**src/rtl/edif_pkg.sv**
```systemverilog
// Package: register map, field layout and carrier types of the expansion input flags
package edif_pkg;

	// ****************************************************************
	// Register map
	// ****************************************************************
	localparam int          ADDR_W          = 16;
	localparam int          DATA_W          = 32;
	localparam logic [15:0] ADDR_SECOND     = 16'h00ff;
	localparam logic [15:0] ADDR_LOWER      = 16'h116a;
	localparam logic [15:0] ADDR_UPPER      = 16'h116b;

	// ****************************************************************
	// Field layout
	// ****************************************************************
	localparam int          N_INPUTS        = 64;
	localparam int          N_MODULES       = 3;
	localparam int          WORD_W          = 16;
	localparam int          LOWER_LSB       = 0;
	localparam int          UPPER_LSB       = 16;
	localparam int          SECOND_LSB      = 32;
	localparam int          SECOND_W        = 32;
	localparam int          FIRST_MOD       = 0;

	// ****************************************************************
	// Reset values
	// ****************************************************************
	localparam logic [31:0] RDATA_RST       = 32'h0000_0000;
	localparam logic [63:0] FLAGS_RST       = 64'h0000_0000_0000_0000;
	localparam logic [2:0]  PRES_RST        = 3'h0;

	// ****************************************************************
	// Carrier types
	// ****************************************************************
	typedef struct packed {
		logic              rd;
		logic              wr;
		logic [15:0]       addr;
		logic [31:0]       wdata;
	} edif_req_s;

	typedef struct packed {
		logic              rvalid;
		logic              miss;
		logic              wr_ign;
		logic [31:0]       rdata;
	} edif_rsp_s;

endpackage : edif_pkg

```
**src/rtl/edif_sync.sv**
```systemverilog
// Three-stage pin synchroniser with agreement filter
`timescale 1ns/10ps
module edif_sync #(
	parameter int W = 8
) (
	input  wire logic         i_mclk,
	input  wire logic         i_rst,
	input  wire logic [W-1:0] i_pin,
	output logic      [W-1:0] o_q
);
	import edif_pkg::*;

	typedef struct packed {
		logic [W-1:0] s1;
		logic [W-1:0] s2;
		logic [W-1:0] s3;
		logic [W-1:0] q;
	} edif_sync_s;

	edif_sync_s st;
	edif_sync_s next_st;

	// ****************************************************************
	// Filter: a bit changes once stages two and three agree
	// ****************************************************************
	always_comb begin
		next_st    = st;
		next_st.s1 = i_pin;
		next_st.s2 = st.s1;
		next_st.s3 = st.s2;
		for (int b = 0; b < W; b++) begin
			if (st.s2[b] == st.s3[b]) begin
				next_st.q[b] = st.s3[b];
			end
		end
	end

	always_ff @(posedge i_mclk) begin
		if (i_rst) begin
			st <= '0;
		end else begin
			st <= next_st;
		end
	end

	assign o_q = st.q;

endmodule : edif_sync

```
**src/rtl/edif_top.sv**
```systemverilog
// Expansion digital input flag registers, read-only, with pin synchronisers
//
// Overview of operation
// - A 16-bit read-only upper word reports digital inputs 17 to 32.
// - Upper word bit 0 is input 17, rising to bit 15 as input 32.
// - Each flag reads 1 for an active input and 0 for inactive.
// - Upper word shows real inputs only with at least one module attached.
// - A second 32-bit read-only register packs inputs 33 onward as flags.
// - Second register bit 0 is input 33, rising so bit 16 is input 49.
// - Second register shows valid inputs only when three modules are connected.
// - Lower word bits 4 to 6 report inputs 5 to 7 of first module.
// - Lower word bits 7 to 15 carry inputs 8 to 16 in order.
// - A 16-bit read-only lower word reports digital inputs 1 to 16.
`timescale 1ns/10ps
module edif_top (
	input  wire logic                          i_mclk,
	input  wire logic                          i_rst,
	input  wire logic [edif_pkg::N_INPUTS-1:0]  i_din,
	input  wire logic [edif_pkg::N_MODULES-1:0] i_mod_present,
	input  wire edif_pkg::edif_req_s           i_req,
	output edif_pkg::edif_rsp_s                o_rsp
);
	import edif_pkg::*;

	// ****************************************************************
	// State
	// ****************************************************************
	typedef struct packed {
		edif_rsp_s rsp;
	} edif_state_s;

	edif_state_s              st;
	edif_state_s              next_st;
	logic [N_INPUTS-1:0]      flags;
	logic [N_MODULES-1:0]     pres;
	logic                     any_mod;
	logic                     all_mod;
	logic                     first_mod;

	// ****************************************************************
	// Pin synchronisers
	// ****************************************************************
	edif_sync #(
		.W      (N_INPUTS)
	) u_din_sync (
		.i_mclk (i_mclk),
		.i_rst  (i_rst),
		.i_pin  (i_din),
		.o_q    (flags)
	);

	edif_sync #(
		.W      (N_MODULES)
	) u_pres_sync (
		.i_mclk (i_mclk),
		.i_rst  (i_rst),
		.i_pin  (i_mod_present),
		.o_q    (pres)
	);

	assign any_mod   = |pres;
	assign all_mod   = &pres;
	assign first_mod = pres[FIRST_MOD];

	// ****************************************************************
	// Word views
	// ****************************************************************
	function automatic logic [31:0] word16(input logic [N_INPUTS-1:0] f,
	                                       input int                  lsb,
	                                       input logic                ok);
		logic [31:0] w;
		w = RDATA_RST;
		if (ok) begin
			w[WORD_W-1:0] = f[lsb +: WORD_W];
		end
		return w;
	endfunction : word16

	// ****************************************************************
	// Address decode
	// ****************************************************************
	function automatic logic is_mapped(input logic [ADDR_W-1:0] a);
		return (a == ADDR_LOWER) || (a == ADDR_UPPER) || (a == ADDR_SECOND);
	endfunction : is_mapped

	// ****************************************************************
	// Register read decode
	// ****************************************************************
	always_comb begin
		next_st            = st;
		next_st.rsp.rvalid = 1'b0;
		next_st.rsp.miss   = 1'b0;
		// Writes without a read are acknowledged and dropped
		next_st.rsp.wr_ign = i_req.wr && !i_req.rd;
		if (i_req.rd) begin
			next_st.rsp.rvalid = 1'b1;
			case (i_req.addr)
				ADDR_LOWER: begin
					// Flag 1 per active input, from first module
					next_st.rsp.rdata = word16(flags, LOWER_LSB, first_mod);
				end
				ADDR_UPPER: begin
					next_st.rsp.rdata = word16(flags, UPPER_LSB, any_mod);
				end
				ADDR_SECOND: begin
					if (all_mod) begin
						next_st.rsp.rdata = flags[SECOND_LSB +: SECOND_W];
					end else begin
						next_st.rsp.rdata = RDATA_RST;
					end
				end
				default: begin
					next_st.rsp.rdata = RDATA_RST;
					next_st.rsp.miss  = 1'b1;
				end
			endcase
		end
	end

	always_ff @(posedge i_mclk) begin
		if (i_rst) begin
			st.rsp.rvalid <= 1'b0;
			st.rsp.miss   <= 1'b0;
			st.rsp.wr_ign <= 1'b0;
			st.rsp.rdata  <= RDATA_RST;
		end else begin
			st <= next_st;
		end
	end

	assign o_rsp = st.rsp;
endmodule : edif_top

```
**config.mk**
```make
export PLATFORM = sky130hd
export DESIGN_NAME = edif_top
export DESIGN_NICKNAME = d
export VERILOG_FILES = /design/src/rtl/edif_pkg.sv /design/src/rtl/edif_sync.sv /design/src/rtl/edif_top.sv
export SDC_FILE = /design/constraint.sdc
export NUM_CORES = 1
export LEC_CHECK = 0
export ABC_AREA = 1
export BUFFER_PORTS_ARGS = -buffer_cell sky130_fd_sc_hd__clkbuf_2
export CELL_PAD_IN_SITES_DETAIL_PLACEMENT = 0
export CELL_PAD_IN_SITES_GLOBAL_PLACEMENT = 2
export CORE_ASPECT_RATIO = 1.25
export CORE_MARGIN = 2
export CORE_UTILIZATION = 36
export CTS_CLUSTER_DIAMETER = 200
export DETAILED_ROUTE_END_ITERATION = 6
export PLACE_DENSITY_LB_ADDON = 0.1
export SKIP_LAST_GASP = 1
export SLEW_MARGIN = 5
export SYNTH_ARGS = -nofsm -noshare
export SYNTH_HDL_FRONTEND = slang
export SYNTH_SLANG_ARGS = --single-unit
```
**constraint.sdc**
```tcl
create_clock -name i_mclk -period 1.87 [get_ports i_mclk]
set_input_delay 0.187 -clock i_mclk [delete_from_list [all_inputs] [get_ports i_mclk]]
set_output_delay 0.187 -clock i_mclk [all_outputs]
set_load 0.005 [all_outputs]
```
* Word-level counts from Yosys, hierarchy flattened
Index checks and enable logic that the tools add are counted.
** Word-level totals
- Bits in registers :: 303
** Operators by class
- Equality and inequality tests :: 70
- Muxes and demuxes :: 6
- Bitwise logic cells :: 1
- Reductions and logical operators :: 6
** Operators with widths (number)
- $pmux W32 S3 :: 1
- $eq A1 B1 Y1 :: 67
- $eq A16 B13 Y1 const B :: 2
- $mux W16 :: 2
- $mux W32 :: 1
- $eq A16 B8 Y1 const B :: 1
- $reduce_or A3 Y1 :: 2
- $reduce_and A3 Y1 :: 1
- $mux W2 :: 1
- $reduce_or A2 Y1 :: 1
- $logic_and A1 B1 Y1 :: 1
- $logic_not A1 Y1 :: 1
- $mux W1 :: 1
- $not A1 Y1 :: 1

* Longest topological paths before layout
- Depth in word-level cells :: 4
- Gate-level depth with buffers :: 10
- Mapped depth without buffers :: 8

* Modules after synthesis
From an unflattened synthesis, not the netlist that was laid out.
** Second synthesis, totals
- Cell total of the unflattened synthesis :: 1308
- Area total of the unflattened synthesis :: 10672.7 µm²
** By module, submodules not included
- edif_sync (u_din_sync) :: times used 1, cells an instance 924, area each 8111.5 µm²
- edif_top :: times used 1, cells an instance 340, area each 2150.8 µm²
- edif_sync (u_pres_sync) :: times used 1, cells an instance 44, area each 410.4 µm²

* Worst setup path before layout
OpenSTA, ideal clock, no wires.
- Path type :: flip-flop to flip-flop
- Start point :: register u_pres_sync.st (netlist bit u_pres_sync.o_q[0])
- End point :: register st (netlist bit o_rsp[13])
- Setup time :: 0.117 ns
- Arrival :: 1.170 ns
- Data required time :: 1.753 ns
- Path slack :: 0.583 ns
- Stages on the path, launching flop included :: 9
- Path buffers :: 2
- Clock period less this slack :: 1.287 ns
- Cell sequence :: dfxtp_1 -> clkbuf_2 -> nor2_2 -> buf_4 -> a21oi_1 -> nand3_1 -> nand2_1 -> nor2_1 -> o21ai_1
** On the way
- Longest elaborated chain between the ends :: 3
- Elaborated cells between the ends (all ways) :: 6
- Classes of those cells :: mux (4); reduce/logical (2)
** Ends and longest elaborated chain
- start: declaration :: line edif_sync.sv:20 : edif_sync_s st;
- start signal: assignment :: line edif_sync.sv:42 : st <= next_st;
- $reduce_and A3 Y1 or $reduce_or A3 Y1 (tied branches) :: line edif_top.sv:62, edif_top.sv:61
- $mux W32 or $mux W16 (tied branches) :: line edif_top.sv:106, edif_top.sv:73
- $pmux W32 S3 * :: line edif_top.sv:97 : case (i_req.addr)
- end signal: assignment :: line edif_top.sv:127 : st <= next_st;
- end: declaration :: line edif_top.sv:32 : edif_state_s st;
Every way passes the cells marked *; elsewhere a longest branch is shown, timed or not.
A chain may end at the register's enable or synchronous reset.

* Worst setup path after layout
- Start point :: register u_pres_sync.st (netlist bit u_pres_sync.o_q[1])
- End point :: register st (netlist bit o_rsp[12])
Same word-level chain as after synthesis.

==> summary.md <==
| Metric | Value |
|---|---|
| Sink Count | `between 300 and 400` |
| Avg Inst Size Synth | `~8.5 sq um` |
| Ratio of cells with drive above 1 in the final layout | `between 15 and 20%` |
| Min-delay worst type | `in -> reg` |
| Residual DRC | `0` |
| FF+latch count, synth | `303` |
| Final Setup Violations | `0` |
| Nets@finish | `1511` |
| Logic pwr share | `4.3%` |
| Deepest clock path buffer count | `3` |
| Die Wd | `154 microns` |
| Largest net degree at the start of global routing | `120` |
| Post-Synthesis Cells | `1200` |
| Seq/Total Area, Yosys | `59.5%` |
| Routability cong. | `0.721` |
| Starting Density | `36.7%` |
| Post-DP HPWL | `13.7 mm` |
| Ports | `154` |
| Status | `finished clean` |
| Sum Neg Setup Slack | `0 ns` |
| Clk pwr share | `44.6%` |
| First-pass GRT wire length | `33.9 mm` |
| Syn_nets | `1319` |
| Slew headroom | `~60%` |
| Die Ht | `roughly 190 microns` |
| Post-layout util | `46.3%` |
| Routed wl met3 | `991 microns` |
| Top sig layer | `met4` |
| Area share of the largest cell type after synthesis | `59.5%` |
| # resized after CTS | `0` |
| Clk slew on worst S/H paths | `0.06 ns` |
| Power share of the sequential group | `51.0%` |
| Top cells by area, synth | `dfxtp_1 60%, inv_1 10%, nor2_1 9.6%` |
| Period utilisation layout | `82.2%` |
| Initial drt markers | `337` |
| Total track usage | `14.0%` |
| Gr ovfl total | `0` |
| P per Cell Area | `1020 mW/mm^2` |
| R2R depth | `7` |
| Crit path max fanout | `11` |
| # diodes | `0` |
| Final Non-Filler Cells | `1764` |
| Area leader, netlist | `dfxtp_1` |
| Vias per cell | `4.27` |
| Post-Syn Area | `roughly 0.01 sq mm` |
| Hold WS | `~0.060 ns` |
| Total core area | `0.0277 sq mm` |
| DRT Wirelength | `between 20 and 25 mm` |
| Slew @ Worst Pin | `0.610 ns` |
| Routed vias | `7538` |
| Post-synth cell types | `24` |
| Prevailing post-synth register cell | `dfxtp_1` |
| Clk_skew | `around 0.009 ns` |
| IO Port Bufs | `roughly 120` |
| Worst EP arrival | `2.01 ns` |
| Worst vdd ir | `0.000539 V` |
| Die area | `0.0297 sq mm` |
| RSZ-0062 raised after global routing | `no` |
| Pre-antenna DRT Iters | `4` |
| Power Internal | `10.3 mW` |
| Crit Path Class | `reg -> reg` |
| Final min period | `1.54 ns` |
| CTS Root Cell | `clkbuf_16` |
| Rows | `68` |
| Final hold vios | `0` |
| Max Slew Vio Count | `0` |
| Post-CTS setup buffers | `0` |
| Met2 Wirelength | `9.88 mm` |
| Warnings, synthesis | `0` |
| Critical path required time | `2.35 ns` |
| Ys async rst share | `0%` |
| Layout area overhead | `26.1%` |
| Fmax | `650 MHz` |
| M1 WL | `9.53 mm` |
| Sw frac | `21.5%` |
| Worst hold stages | `2` |
| Commonest cells in the netlist | `303 x dfxtp_1, 275 x inv_1, 262 x nor2_1` |
| Skew-Pair Late Insertion Delay | `0.54 ns` |
| DR WL/cell | `between 10 and 15 microns` |
| Initial antenna violation count | `0` |
| Setup crit start kind | `flop` |
| Pleak | `5.46 nW` |
| Number of flops mapped to enable cells by yosys | `0` |
| Vias in the first global route | `6887` |
| Critical Path Sink Type | `flop` |
| CTS tree | `done` |
| Maxcap violations | `0` |
| Count leader, synth | `dfxtp_1` |
| H-Tree Depth | `1` |
| CTS buffer count | `31` |
| Antenna-violating nets left | `0` |
| Switching pwr | `2.82 mW` |
| Inst Count DP | `1639` |
## cells in the final DEF, fill, tap and decap left out, types with 4 or more instances in the layout
master and instances:
dfxtp_1 303, inv_1 275, nor2_1 261, clkbuf_2 120, a21oi_1 85, nand2_1 74, dlygate4sd3_1 70, a211oi_1 62
nand3_1 36, clkbuf_16 31, o21ai_1 14, clkbuf_8 11, buf_4 11, o31ai_4 10, clkinv_2 9, nor2_2 8
o31ai_1 6, o21ai_0 5, inv_2 4
## power groups by stage
stage | logic [mW] | registers (mW) | clock network [mW]
after detailed placement | 0.467 | 6.84 | 0
after global routing | 0.653 | 6.72 | 6.35
after CTS | 0.582 | 6.70 | 6.10
final | 0.567 | 6.70 | 5.86
after floorplan | 0.290 | 6.83 | 0
after global placement | 0.463 | 6.84 | 0
## area by class of cell
class	count	area (sq um)
Tap cell	350	438
Clock buffer	44	925
Multi-Input combinational cell	572	2860
Inverter	279	1050
Fill cell	2815	14900
Sequential cell	303	6070
Clock inverter	11	61.3
Timing Repair Buffer	205	1460
## stage by stage
stage | cell area (sq um) | power (mW) | worst slack (ns)
detailed placement | 11200 | 7.31 | 0.269
global route | 12900 | 13.7 | 0.164
CTS | 12900 | 13.4 | 0.304
finish | 12900 | 13.1 | 0.333
floorplan | 10200 | 7.12 | 0.583
global placement | 11200 | 7.31 | 0.288
## state kept, by name, summed over array words and instances (netlist names)
name,flops
u_din_sync.o_q,64
u_pres_sync.st,3
u_pres_sync.o_q,3
u_din_sync.st,64
u_pres_sync.next_st,6
o_rsp,35
u_din_sync.next_st,128
## critical path, stage by stage, from the launching register on
cell	delay [ns]
dfxtp_1	0.42
nand3_2	0.26
buf_4	0.25
nor2_1	0.18
nand3_1	0.12
nand2_1	0.08
nor2_1	0.04
o21ai_1	0.11
## cell families (layout without fill, tap and decap cells)
group | count (synthesis) | after routing | share of synthesized area, %
compound gates | 182 | 182 | 12.2
flops | 303 | 303 | 59.5
buf+inv | 325 | 539 | 12.5
simple gates | 390 | 390 | 15.8
## worst paths after layout
check / from / endpoint / slack, ns
worst min-delay path: i_rst / u_din_sync.next_st[185] / 0.06
worst min register to register: u_din_sync.next_st[165] / u_din_sync.next_st[101] / 0.40
worst max register to register: u_pres_sync.o_q[1] / o_rsp[12] / 0.33
worst max-delay path: u_pres_sync.o_q[1] / o_rsp[12] / 0.33
## what timing repair did
action | CTS | global route
hold buffers | 70 | 0
endpoints found under the hold margin | 70 | 0
endpoints found under the setup margin | 0 | 0
## metal layers
layer / global-route usage [%] / up-vias
li1: - / 4011
met4: 3.95 / 0
met1: 17.7 / 3364
met5: 0 / -
met3: 2.46 / 29
met2: 24.6 / 134
(Power assumes the default switching activity.)
